`src/logic/hssh_params.svh`:
```
// offsets, field positions, reset values, service codes and timing counts
`ifndef HSSH_PARAMS_SVH
`define HSSH_PARAMS_SVH

// register byte addresses
`define HSSH_ADDR_STATUS    8'h00
`define HSSH_ADDR_FEATURES  8'h04
`define HSSH_ADDR_CONTROL   8'h08
`define HSSH_ADDR_INTREG    8'h20
`define HSSH_INTREG_COUNT   8
`define HSSH_INTREG_RESET   8'h00

// control register fields
`define HSSH_CTRL_TX_PAUSE  0

// feature bit positions inside the feature vector and the configure request
`define HSSH_FEAT_MARKER    0
`define HSSH_FEAT_CRC       1
`define HSSH_FEAT_POLL      2
`define HSSH_FEAT_RESET     3'h0

// host service codes
`define HSSH_CMD_SYS_STATUS 8'h01
`define HSSH_CMD_STOP       8'h02
`define HSSH_CMD_EXIT_STOP  8'h03
`define HSSH_CMD_CFG_MASK   8'hF8
`define HSSH_CMD_CFG        8'h10
`define HSSH_CMD_REG_MASK   8'hF8
`define HSSH_CMD_REG_WR     8'h20
`define HSSH_CMD_REG_RD     8'h28

// indication codes sent to the host
`define HSSH_IND_STOP       8'h41
`define HSSH_IND_EXIT       8'h42
`define HSSH_IND_CFG        8'h40
`define HSSH_IND_FRAME_END  8'hCB

// crc-16-ccitt
`define HSSH_CRC_INIT       16'hFFFF
`define HSSH_CRC_POLY       16'h1021

// axi responses
`define HSSH_RESP_OKAY      2'h0
`define HSSH_RESP_SLVERR    2'h2

// frame end silence
`define HSSH_CLK_MHZ        20
`define HSSH_GAP_US         2600
`define HSSH_GAP_CYCLES     (`HSSH_GAP_US * `HSSH_CLK_MHZ)

`endif

```
`src/logic/hssh_pkg.sv`:
```
// types of the host system service handler
package hssh_pkg;

  typedef enum logic [1:0] {MODE_POWER_UP, MODE_SYNC, MODE_STOP, MODE_NORMAL} hssh_mode_type;

  typedef enum logic [2:0] {FE_NONE, FE_CRC_HI, FE_CRC_LO, FE_MARK, FE_RESULT, FE_GAP}
    hssh_fend_type;

  typedef struct packed {
    logic          awready;
    logic          wready;
    logic          bvalid;
    logic [1:0]    bresp;
    logic          aw_have;
    logic          w_have;
    logic [7:0]    aw_addr;
    logic [31:0]   w_data;
    logic [3:0]    w_strb;
    logic          arready;
    logic          rvalid;
    logic [31:0]   rdata;
    logic [1:0]    rresp;
    logic          tx_pause;
    logic [5:0]    mon_meta;
    logic [5:0]    mon;
    logic          save_n;
    hssh_mode_type mode;
    logic [2:0]    feat;
    logic [2:0]    cfg_req;
    logic          cfg_wait;
    logic          cmd_wdata;
    logic [2:0]    wr_addr;
    logic [7:0][7:0] regs;
    logic          rx_ready;
    logic          reply_pend;
    logic [7:0]    reply_byte;
    logic          stop_conf;
    logic          exit_wait;
    logic          exit_ack;
    logic          cfg_ind;
    logic          tx_valid;
    logic [7:0]    tx_data;
    logic          fwd_ready;
    logic          fwd_have;
    logic          fwd_last;
    logic          fwd_dup;
    logic [7:0]    fwd_byte;
    logic [7:0]    fwd_result;
    hssh_fend_type fend;
    logic [15:0]   crc;
    logic [16:0]   gap_cnt;
  } hssh_state_type;

endpackage

```
`src/logic/hssh_core.sv`:
```
// host system service handler: service interpreter, frame end path and axi4-lite registers
`timescale 1ns/1ps
`include "hssh_params.svh"

// Contract
// RULE_01: status reply carries five supply/oscillator ok flags
// RULE_02: status reply carries the thermal warning flag
// RULE_03: status bits 1:0 give the operating mode
// RULE_04: warn pin low on bad supply or heat
// RULE_05: stop request enters stop, then confirms
// RULE_06: exit goes to sync, ack on reaching normal
// RULE_07: all three features off after reset
// RULE_08: features take effect when idle or not normal
// RULE_09: a one enables, a zero changes nothing
// RULE_10: all-zero configure request just reports configuration
// RULE_11: auto polling fills own poll slot
// RULE_12: crc feature appends two crc bytes
// RULE_13: frame end by silence or end marker
// RULE_14: register write takes address then data byte
// RULE_15: register read returns addressed byte next
// RULE_16: host issues register access only when quiet
// RULE_17: host stops device before spi register write
// RULE_18: host reads registers only in stop states
// RULE_19: reply only after the whole request arrived
module hssh_core #(
  parameter int GAP_CYCLES = `HSSH_GAP_CYCLES
) (
  // clock and reset
  input  wire logic        aclk,
  input  wire logic        aresetn,
  // axi4-lite write
  input  wire logic [7:0]  awaddr,
  input  wire logic        awvalid,
  output      logic        awready,
  input  wire logic [31:0] wdata,
  input  wire logic [3:0]  wstrb,
  input  wire logic        wvalid,
  output      logic        wready,
  output      logic [1:0]  bresp,
  output      logic        bvalid,
  input  wire logic        bready,
  // axi4-lite read
  input  wire logic [7:0]  araddr,
  input  wire logic        arvalid,
  output      logic        arready,
  output      logic [31:0] rdata,
  output      logic [1:0]  rresp,
  output      logic        rvalid,
  input  wire logic        rready,
  // monitor pins
  input  wire logic        linear_reg_ok,
  input  wire logic        aux_regulator_ok,
  input  wire logic        bus_voltage_ok,
  input  wire logic        tank_cap_ok,
  input  wire logic        crystal_ok,
  input  wire logic        thermal_warning,
  output      logic        power_fail_warn_n,
  // bus side state
  input  wire logic        bus_idle,
  input  wire logic        busy_mode_active,
  input  wire logic        auto_ack_active,
  // host link receive
  input  wire logic        rx_valid,
  input  wire logic [7:0]  rx_data,
  output      logic        rx_ready,
  // host link transmit
  output      logic        tx_valid,
  output      logic [7:0]  tx_data,
  input  wire logic        tx_ready,
  // frames forwarded to the host
  input  wire logic        fwd_valid,
  input  wire logic [7:0]  fwd_data,
  input  wire logic        fwd_last,
  input  wire logic [7:0]  fwd_result,
  output      logic        fwd_ready,
  // feature and mode outputs
  output      logic [1:0]  mode_state,
  output      logic        auto_poll_enable,
  output      logic        crc_enable,
  output      logic        marker_enable
);

  hssh_pkg::hssh_state_type s;
  hssh_pkg::hssh_state_type next_s;

  // mapped address check shared by read and write
  function automatic logic hssh_mapped(input logic [7:0] a);
    return a == `HSSH_ADDR_STATUS || a == `HSSH_ADDR_FEATURES || a == `HSSH_ADDR_CONTROL ||
           (a[7:5] == 3'(`HSSH_ADDR_INTREG >> 5) && a[1:0] == 2'h0);
  endfunction

  // one byte of crc-16-ccitt, msb first
  function automatic logic [15:0] hssh_crc(input logic [15:0] c, input logic [7:0] d);
    logic [15:0] r;
    r = c;
    for (int i = 0; i < 8; i++) begin
      r = (r[15] ^ d[7 - i]) ? ({r[14:0], 1'b0} ^ `HSSH_CRC_POLY) : {r[14:0], 1'b0};
    end
    return r;
  endfunction

  // step after the frame's data and crc
  function automatic hssh_pkg::hssh_fend_type hssh_after(input logic [2:0] f);
    return f[`HSSH_FEAT_MARKER] ? hssh_pkg::FE_MARK : hssh_pkg::FE_GAP;
  endfunction

  logic [7:0] status_byte;
  logic [7:0] cfg_byte;
  logic       cfg_go;

  always_comb begin
    next_s = s;
    // status byte: five ok flags, thermal warning, mode
    status_byte = {s.mon, s.mode}; // see RULE_01 RULE_02 RULE_03
    cfg_byte = `HSSH_IND_CFG | {3'h0, busy_mode_active, auto_ack_active, s.feat}; // see RULE_10
    cfg_go = s.cfg_wait && (bus_idle || s.mode != hssh_pkg::MODE_NORMAL);

    // monitor pins through two flip-flops
    next_s.mon_meta = {linear_reg_ok, aux_regulator_ok, bus_voltage_ok, tank_cap_ok,
                       crystal_ok, thermal_warning};
    next_s.mon = s.mon_meta;
    next_s.save_n = (&status_byte[7:3]) & ~status_byte[2]; // see RULE_04

    // operating mode
    case (s.mode)
      hssh_pkg::MODE_POWER_UP: begin
        if (&s.mon[5:1]) begin
          next_s.mode = hssh_pkg::MODE_SYNC;
        end
      end
      hssh_pkg::MODE_SYNC: begin
        if (!(&s.mon[5:1])) begin
          next_s.mode = hssh_pkg::MODE_POWER_UP;
        end else if (bus_idle) begin
          next_s.mode = hssh_pkg::MODE_NORMAL;
          if (s.exit_wait) begin
            next_s.exit_wait = 1'b0;
            next_s.exit_ack = 1'b1; // see RULE_06
          end
        end
      end
      hssh_pkg::MODE_NORMAL: begin
        if (!(&s.mon[5:1])) begin
          next_s.mode = hssh_pkg::MODE_POWER_UP;
        end
      end
      hssh_pkg::MODE_STOP: begin
        next_s.mode = hssh_pkg::MODE_STOP;
      end
      default: begin
        next_s.mode = hssh_pkg::MODE_POWER_UP;
      end
    endcase

    // pending features go live only on an idle bus or outside normal
    if (cfg_go) begin // see RULE_08
      next_s.feat = s.feat | s.cfg_req; // see RULE_09
      next_s.cfg_req = 3'h0;
      next_s.cfg_wait = 1'b0;
      next_s.cfg_ind = 1'b1;
    end

    // host service bytes
    if (rx_valid && s.rx_ready) begin
      if (s.cmd_wdata) begin
        next_s.regs[s.wr_addr] = rx_data; // see RULE_14
        next_s.cmd_wdata = 1'b0;
      end else if (rx_data == `HSSH_CMD_SYS_STATUS) begin
        next_s.reply_pend = 1'b1;
        next_s.reply_byte = status_byte; // see RULE_01 RULE_19
      end else if (rx_data == `HSSH_CMD_STOP) begin
        next_s.mode = hssh_pkg::MODE_STOP; // see RULE_05
        next_s.exit_wait = 1'b0;
        next_s.stop_conf = 1'b1;
      end else if (rx_data == `HSSH_CMD_EXIT_STOP) begin
        if (s.mode == hssh_pkg::MODE_STOP) begin
          next_s.mode = hssh_pkg::MODE_SYNC; // see RULE_06
          next_s.exit_wait = 1'b1;
        end
      end else if ((rx_data & `HSSH_CMD_CFG_MASK) == `HSSH_CMD_CFG) begin
        next_s.cfg_req = next_s.cfg_req | rx_data[2:0]; // see RULE_09 RULE_10
        next_s.cfg_wait = 1'b1;
      end else if ((rx_data & `HSSH_CMD_REG_MASK) == `HSSH_CMD_REG_WR) begin
        next_s.cmd_wdata = 1'b1; // see RULE_14 RULE_19
        next_s.wr_addr = rx_data[2:0];
      end else if ((rx_data & `HSSH_CMD_REG_MASK) == `HSSH_CMD_REG_RD) begin
        next_s.reply_pend = 1'b1;
        next_s.reply_byte = s.regs[rx_data[2:0]]; // see RULE_15
      end
    end

    // frame bytes from the receive path
    if (fwd_valid && s.fwd_ready) begin
      next_s.fwd_have = 1'b1;
      next_s.fwd_byte = fwd_data;
      next_s.fwd_last = fwd_last;
      next_s.fwd_result = fwd_result;
    end

    // transmit toward the host
    if (s.tx_valid && tx_ready) begin
      next_s.tx_valid = 1'b0;
    end
    if (s.fend != hssh_pkg::FE_GAP) begin
      next_s.gap_cnt = 17'(GAP_CYCLES - 1);
    end
    if (s.fend == hssh_pkg::FE_GAP) begin
      // silence counts from the edge at which the last byte is taken
      if (s.tx_valid) begin
        next_s.gap_cnt = 17'(GAP_CYCLES - 1);
      end else if (s.gap_cnt == 17'h0) begin // see RULE_13
        next_s.fend = hssh_pkg::FE_NONE;
      end else begin
        next_s.gap_cnt = s.gap_cnt - 17'h1;
      end
    end else if (!s.tx_valid && !s.tx_pause) begin
      if (s.reply_pend) begin
        next_s.tx_valid = 1'b1;
        next_s.tx_data = s.reply_byte; // see RULE_15
        next_s.reply_pend = 1'b0;
      end else if (s.stop_conf && s.mode == hssh_pkg::MODE_STOP) begin
        next_s.tx_valid = 1'b1;
        next_s.tx_data = `HSSH_IND_STOP; // see RULE_05
        next_s.stop_conf = 1'b0;
      end else if (s.exit_ack) begin
        next_s.tx_valid = 1'b1;
        next_s.tx_data = `HSSH_IND_EXIT; // see RULE_06
        next_s.exit_ack = 1'b0;
      end else if (s.cfg_ind) begin
        next_s.tx_valid = 1'b1;
        next_s.tx_data = cfg_byte; // see RULE_08
        next_s.cfg_ind = cfg_go;
      end else begin
        case (s.fend)
          hssh_pkg::FE_CRC_HI: begin
            next_s.tx_valid = 1'b1;
            next_s.tx_data = s.crc[15:8]; // see RULE_12
            next_s.fend = hssh_pkg::FE_CRC_LO;
          end
          hssh_pkg::FE_CRC_LO: begin
            next_s.tx_valid = 1'b1;
            next_s.tx_data = s.crc[7:0];
            next_s.crc = `HSSH_CRC_INIT;
            next_s.fend = hssh_after(s.feat);
          end
          hssh_pkg::FE_MARK: begin
            next_s.tx_valid = 1'b1;
            next_s.tx_data = `HSSH_IND_FRAME_END; // see RULE_13
            next_s.fend = hssh_pkg::FE_RESULT;
          end
          hssh_pkg::FE_RESULT: begin
            next_s.tx_valid = 1'b1;
            next_s.tx_data = s.fwd_result;
            next_s.fend = hssh_pkg::FE_NONE;
          end
          default: begin
            if (s.fwd_have) begin
              next_s.tx_valid = 1'b1;
              next_s.tx_data = s.fwd_byte;
              if (!s.fwd_dup) begin
                next_s.crc = hssh_crc(s.crc, s.fwd_byte);
              end
              // a data byte equal to the end code goes out twice under the marker
              if (s.feat[`HSSH_FEAT_MARKER] && s.fwd_byte == `HSSH_IND_FRAME_END &&
                  !s.fwd_dup) begin
                next_s.fwd_dup = 1'b1;
              end else begin
                next_s.fwd_dup = 1'b0;
                next_s.fwd_have = 1'b0;
                if (s.fwd_last) begin
                  if (s.feat[`HSSH_FEAT_CRC]) begin
                    next_s.fend = hssh_pkg::FE_CRC_HI; // see RULE_12
                  end else begin
                    next_s.crc = `HSSH_CRC_INIT;
                    next_s.fend = hssh_after(s.feat); // see RULE_13
                  end
                end
              end
            end
          end
        endcase
      end
    end

    // axi4-lite write channel
    if (awvalid && s.awready) begin
      next_s.aw_have = 1'b1;
      next_s.awready = 1'b0;
      next_s.aw_addr = awaddr;
    end
    if (wvalid && s.wready) begin
      next_s.w_have = 1'b1;
      next_s.wready = 1'b0;
      next_s.w_data = wdata;
      next_s.w_strb = wstrb;
    end
    if (s.aw_have && s.w_have && !s.bvalid) begin
      next_s.aw_have = 1'b0;
      next_s.w_have = 1'b0;
      next_s.bvalid = 1'b1;
      next_s.bresp = hssh_mapped(s.aw_addr) ? `HSSH_RESP_OKAY : `HSSH_RESP_SLVERR;
      if (s.w_strb[0]) begin
        if (s.aw_addr == `HSSH_ADDR_CONTROL) begin
          next_s.tx_pause = s.w_data[`HSSH_CTRL_TX_PAUSE];
        end else if (hssh_mapped(s.aw_addr) && s.aw_addr[7:5] == 3'(`HSSH_ADDR_INTREG >> 5)) begin
          next_s.regs[s.aw_addr[4:2]] = s.w_data[7:0];
        end
      end
    end
    if (s.bvalid && bready) begin
      next_s.bvalid = 1'b0;
      next_s.awready = 1'b1;
      next_s.wready = 1'b1;
    end

    // axi4-lite read channel
    if (arvalid && s.arready) begin
      next_s.arready = 1'b0;
      next_s.rvalid = 1'b1;
      next_s.rresp = hssh_mapped(araddr) ? `HSSH_RESP_OKAY : `HSSH_RESP_SLVERR;
      next_s.rdata = 32'h0000_0000;
      if (araddr == `HSSH_ADDR_STATUS) begin
        next_s.rdata = {24'h00_0000, status_byte};
      end else if (araddr == `HSSH_ADDR_FEATURES) begin
        next_s.rdata = {24'h00_0000, cfg_byte};
      end else if (araddr == `HSSH_ADDR_CONTROL) begin
        next_s.rdata = {31'h0000_0000, s.tx_pause};
      end else if (hssh_mapped(araddr)) begin
        next_s.rdata = {24'h00_0000, s.regs[araddr[4:2]]};
      end
    end
    if (s.rvalid && rready) begin
      next_s.rvalid = 1'b0;
      next_s.arready = 1'b1;
    end

    // ready for a new byte only with no reply waiting
    next_s.rx_ready = !next_s.reply_pend; // see RULE_19
    next_s.fwd_ready = !next_s.fwd_have;
  end

  always_ff @(posedge aclk) begin
    if (!aresetn) begin
      s <= '0;
      s.awready <= 1'b1;
      s.wready <= 1'b1;
      s.arready <= 1'b1;
      s.rx_ready <= 1'b1;
      s.fwd_ready <= 1'b1;
      s.feat <= `HSSH_FEAT_RESET; // see RULE_07
      s.crc <= `HSSH_CRC_INIT;
      s.mode <= hssh_pkg::MODE_POWER_UP;
      s.fend <= hssh_pkg::FE_NONE;
    end else begin
      s <= next_s;
    end
  end

  // outputs straight from the state register
  assign awready = s.awready;
  assign wready = s.wready;
  assign bvalid = s.bvalid;
  assign bresp = s.bresp;
  assign arready = s.arready;
  assign rvalid = s.rvalid;
  assign rdata = s.rdata;
  assign rresp = s.rresp;
  assign power_fail_warn_n = s.save_n;
  assign rx_ready = s.rx_ready;
  assign tx_valid = s.tx_valid;
  assign tx_data = s.tx_data;
  assign fwd_ready = s.fwd_ready;
  assign mode_state = s.mode;
  assign auto_poll_enable = s.feat[`HSSH_FEAT_POLL]; // see RULE_11
  assign crc_enable = s.feat[`HSSH_FEAT_CRC];
  assign marker_enable = s.feat[`HSSH_FEAT_MARKER];

endmodule

```
`config.mk`:
```
export PLATFORM = sky130hd
export DESIGN_NAME = hssh_core
export DESIGN_NICKNAME = d
export VERILOG_FILES = /design/src/logic/hssh_pkg.sv /design/src/logic/hssh_core.sv
export VERILOG_INCLUDE_DIRS = /design/src /design/src/logic
export SDC_FILE = /design/constraint.sdc
export NUM_CORES = 1
export LEC_CHECK = 0
export ABC_AREA = 1
export BUFFER_PORTS_ARGS = -buffer_cell sky130_fd_sc_hd__buf_2
export CAP_MARGIN = 20
export CORE_AREA = 2 2 135 137
export DETAILED_ROUTE_END_ITERATION = 7
export DIE_AREA = 0 0 137 139
export PLACE_DENSITY = 0.85
export SLEW_MARGIN = 10
export SYNTH_ARGS = -nofsm -noshare
export SYNTH_HDL_FRONTEND = slang
export SYNTH_SLANG_ARGS = --single-unit
```
`constraint.sdc`:
```
create_clock -name aclk -period 4.18 [get_ports aclk]
set_input_delay 0.418 -clock aclk [delete_from_list [all_inputs] [get_ports aclk]]
set_output_delay 0.418 -clock aclk [all_outputs]
set_load 0.05 [all_outputs]
```
# Word level (Yosys, flattened, before mapping)
# Cells that the tools add are included.
# op_classes
n_mux	122
n_bitwise	33
reduce_logical	58
n_addsub	1
eq_ne	34
order_cmp	6
# op_table
operator	count
$mux W64	5
$mux W19	8
$bwmux W64	2
$mux W13	8
$mux W9	11
$mux W8	11
$mux W72	1
$mux W17	4
$bmux W8 S3	2
$demux W8 S3	2
$mux W11	4
$mux W2	19
$pmux W9 S4	1
$mux W16	2
$pmux W16 S2	1
$mux W1	28
$not A3 Y3	8
$logic_and A1 B1 Y1	20
$mux W4	5
$mux W3	6
$logic_not A17 Y1	1
$sub A17 B1 Y17 const B	1
$eq A8 B2 Y1 const B	2
$eq A8 B3 Y1 const B	2
other kinds (37)	100
# word_totals
output_inout_bits	58
in_bits	96
elab_cells	303
reg_bits	230

# Longest topological paths before layout
# logic_depth
depth_word	28
ltp_mapped	15
depth_no_buf	14

# Worst setup path before layout
# No wires, ideal clock.
# synth_path
path_kind	register -> register
start	register, netlist name rx_ready
end	register s[110] (netlist name)
path_slack_ns	2.320
stages_incl_launch_ff	9
arrival_time_ns	1.740
period_less_slack_ns	1.860
n_path_buf	1
required_time_ns	4.060
setup_time_ns	0.120
cell_sequence	dfxtp_1 -> nand2_1 -> nor2_2 -> nand3_1 -> clkbuf_1 -> nand2_1 -> o21ai_0 -> o21ai_0 -> a21oi_1
# synth_via
elab_chain_len	7
# synth_lines
element	line_no	text
$logic_and A1 B1 Y1 *	hssh_core.sv:164	if (rx_valid && s.rx_ready) begin
$mux W72 *	hssh_core.sv:164	
$bwmux W64	hssh_core.sv:306	next_s.regs[s.aw_addr[4:2]] = s.w_data[7:0];
$mux W64	hssh_core.sv:305	end else if (hssh_mapped(s.aw_addr) && s.aw_addr[7:5] == 3'(`HSSH_ADDR_INTREG >> 5)) begin
$mux W64	hssh_core.sv:303	if (s.aw_addr == `HSSH_ADDR_CONTROL) begin
$mux W64	hssh_core.sv:302	if (s.w_strb[0]) begin
$mux W64 *	hssh_core.sv:297	if (s.aw_have && s.w_have && !s.bvalid) begin
end signal: assignment	hssh_core.sv:355	s <= next_s;
end: declaration	hssh_core.sv:83	hssh_pkg::hssh_state_type s;
# Mark *: on every way between the ends. The rest lies on a longest branch, timed or not.
# A chain may end at the register's enable or synchronous reset.

# Final worst setup path
# layout_path
start	register s[52] (netlist name)
end	register s[32] (netlist name)
# layout_via
elab_chain_len	6
elab_cells_between_ends	8
classes_between	6 x mux; 2 x reduce/logical
# layout_lines
element	line_no	text
$mux W16	hssh_core.sv:260	if (!s.fwd_dup) begin
$mux W16	hssh_core.sv:271	if (s.feat[`HSSH_FEAT_CRC]) begin
$mux W19	hssh_core.sv:270	if (s.fwd_last) begin
$mux W19 *	hssh_core.sv:264	if (s.feat[`HSSH_FEAT_MARKER] && s.fwd_byte == `HSSH_IND_FRAME_END &&
$mux W19 *	hssh_core.sv:257	if (s.fwd_have) begin
$pmux W16 S2 *	hssh_core.sv:234	case (s.fend)
# Mark *: on every way between the ends. The rest lies on a longest branch, timed or not. The select of a mux whose other input is x is not followed.

==> flow_summary.yaml <==
clock_tree:
  clockBufferDepth: 3
  cts.clk_slew.worst_paths_ns: 0.06
  post_cts_resized: 0
  htreeDepth: 1
  cts_hold_buffers: 0
  clock_latency_ns: 0.52
  root_buffer: "clkbuf_16"
  cts.sinks: 204
  cts_tree: "built"
  cts_setup_buffers: 0
  numCtsBuffers: 22
timing:
  setup_viol: 0
  whs_ns: 0.0857
  timing.fmax_ghz: 0.405
  hold_violations: 0
  finalWorstSetupSlack_ns: 1.71
  worst_pin_slew_ns: 0.927
  slew_viol_final: 0
  clock_skew_ns: 0.00984
  slew_headroom_pct: 38.2
  min_period_over_period_pct: 59.1
  rsz0062_at_grt: "false"
  tns_ns: 0
  min_period_ns: 2.47
finish:
  areaGrowthSynthToFinish_pct: 9.11
  stdcell_count: 1905
  design_area_mm2: 0.0119
  fin_nets: 1760
  multi_input_area_mm2: 0.00562
  fillers: 1547
  regArea_mm2: 0.00408
  layout-drive-gt1-share_pct: 11.2
  finalCoreUtilization_pct: 67.6
  insertedDiodeCount: 0
drt:
  vias_per_cell: 5.86
  antenna_left: 0
  drc: 0
  dr.pass1.iters: 7
  vias: 11200
  post_drt_wl_per_cell_um: 16.6
  drt_iter0_markers: 1102
  routed_wl_um: 31600
yosys:
  synth_top_area_cell: "dfxtp_1"
  synth_flop_cell: "dfxtp_1"
  ys_types: 49
  synth_top_area_share_pct: 37.3
  netlist_instances: 1624
  synth_edf_count: 0
  ys_seq_elements: 204
  seq_area_frac_synth_pct: 37.3
  async_flop_share_pct: 0
  synthTopCellsByArea: "dfxtp_1, o21ai_0, nand2_1, a21oi_1, nor2_1"
  syn_area_per_cell_um2: 6.74
  yosysWarnings: 0
  syn_area_mm2: 0.0109
  yosysMostFrequentCell: "nand2_1"
  synthTopCellsByCount: "nand2_1, o21ai_0, dfxtp_1"
pwr:
  power.density_mw_per_mm2: 491
  peakVddDrop_uv: 466
  finalPower_mw: 5.86
  leakage_nw: 5.28
place:
  dpl_worst_slack_ns: 1.58
  io_buffers: 100
  placed_area_mm2: 0.0112
  place_inst: 1867
  place_congestion: 1.00
  place_hpwl_um: 21700
setup_path:
  critical-path-max-stage-delay_ns: 0.66
  cp.required_ns: 4.64
  path_cells: "inv_1, nand4_1, nand3b_1, nand3_1, nand2_1, inv_1, o211ai_1, nand2_1, nand2_1"
  cp_num_buf_inv: 2
  timing.rr.end: "s[32]$_SDFFE_PN1P_"
  r2r-start: "s[52]$_SDFFE_PN0P_"
  cpMaxStageDelayCell: "dfxtp_1"
  r2r_cells: 9
  start_kind: "flop"
  critPathMaxFanout: 20
  end_kind: "flop"
  arrival_ns: 2.93
  crit_family: "simple AND/OR/NAND/NOR gates"
  path_class: "reg2reg"
  ff2ff_setup_slack_ns: 1.71
  cp_common_cell: "nand2_1"
die:
  die_area_mm2: 0.0190
  coreArea_mm2: 0.0177
  placementRows: 49
  fp.dieW_um: 137
  die_y_um: 139
  design.portCount: 154
  start_util_pct: 61.9
min_path:
  min_path_cells: 3
  hold_end: "next_s[160]$_SDFF_PN0_"
  min_from: "bus_voltage_ok"
  hold_path.class: "in2reg"
global_routing:
  grt_pass1_wl_um: 50300
  grt_pass1_vias: 10300
  antenna_found_initial: 0
  grt-ovfl-total: 0
  grt_use_total_pct: 32.6
  grt_max_degree: 104
job:
  maxCapViolCount: 0
status:
  status: "completed"
-- worst max-delay path by stage --
stage,depth (start not counted),startpoint,to,slack [ns]
after global routing,9,s[52]$_SDFFE_PN0P_,s[32]$_SDFFE_PN1P_,1.52
after floorplan,8,rx_ready$_SDFF_PN1_,s[110]$_SDFF_PN0_,2.32
after detailed placement,10,araddr[2],rdata[0]$_SDFFE_PN0P_,1.58
final,9,s[52]$_SDFFE_PN0P_,s[32]$_SDFFE_PN1P_,1.71
after CTS,9,s[52]$_SDFFE_PN0P_,s[30]$_SDFFE_PN1P_,1.82
after global placement,10,araddr[2],rdata[0]$_SDFFE_PN0P_,1.62
-- flip-flops by register name, summed over array words and instances (netlist names), 2 cells and up --
| register | count |
|---|---|
| s | 166 |
| rdata | 8 |
| tx_data | 8 |
| next_s | 6 |
| mode_state | 2 |
-- cells in the final DEF, fill, tap and decap left out, types with 5 or more instances in the layout --
| cell | n |
|---|---|
| nand2_1 | 313 |
| o21ai_0 | 258 |
| dfxtp_1 | 204 |
| nor2_1 | 193 |
| a21oi_1 | 159 |
| inv_1 | 157 |
| buf_2 | 99 |
| nand3_1 | 51 |
| conb_1 | 26 |
| o211ai_1 | 25 |
| clkbuf_16 | 23 |
| nand4_1 | 15 |
| nor3_1 | 13 |
| o22ai_1 | 13 |
| inv_2 | 11 |
| o2111ai_1 | 10 |
| xor2_1 | 10 |
| xnor2_1 | 9 |
| clkinv_2 | 8 |
| a22oi_1 | 7 |
| nor3_4 | 6 |
| nor2_2 | 6 |
| clkinv_1 | 5 |
-- routing by layer --
layer  part of all wire, %  vias to the layer above  GRT usage [%]  routed length, µm
li1                      -                     5373              -                  -
met1                    39                     4992           41.9              12400
met2                    45                      643           52.2              14400
met3                   9.8                      147           5.56               3100
met4                   5.6                        0           16.8               1770
met5                     0                        -              0                  0
-- final cells by class --
class                   count  share of cell area, %
well taps                 229                   2.40
inverters                 174                   5.48
repair buffers            102                   4.34
flip-flops and latches    204                   34.2
clock inverters            11                   1.30
multi-input cells        1158                   47.1
clock buffers              27                   5.20
-- kinds of logic after synthesis --
group | Yosys count | synth area share (%)
buffers and inverters | 287 | 12.2
flip-flops | 204 | 37.3
adder cells (fa/ha/maj) | 2 | 0.229
other | 1 | 0.0343
AND/OR/NAND/NOR | 623 | 24.5
XOR/XNOR | 19 | 1.52
AO/OA/AOI/OAI | 488 | 24.2
-- where the power goes --
part | internal, mW | leakage [nW] | switching [mW] | total [mW]
Combinational | 0.446 | 3.22 | 1.03 | 1.48
Sequential | 2.11 | 1.67 | 0.157 | 2.27
Clock | 1.30 | 0.390 | 0.815 | 2.11
Total | 3.85 | 5.28 | 2.00 | 5.86
-- tightest hold or removal path: stages --
cell	delay, ns
buf_2	0.07
nand2_1	0.04
inv_1	0.04
Power figures use the tool's default switching activity.
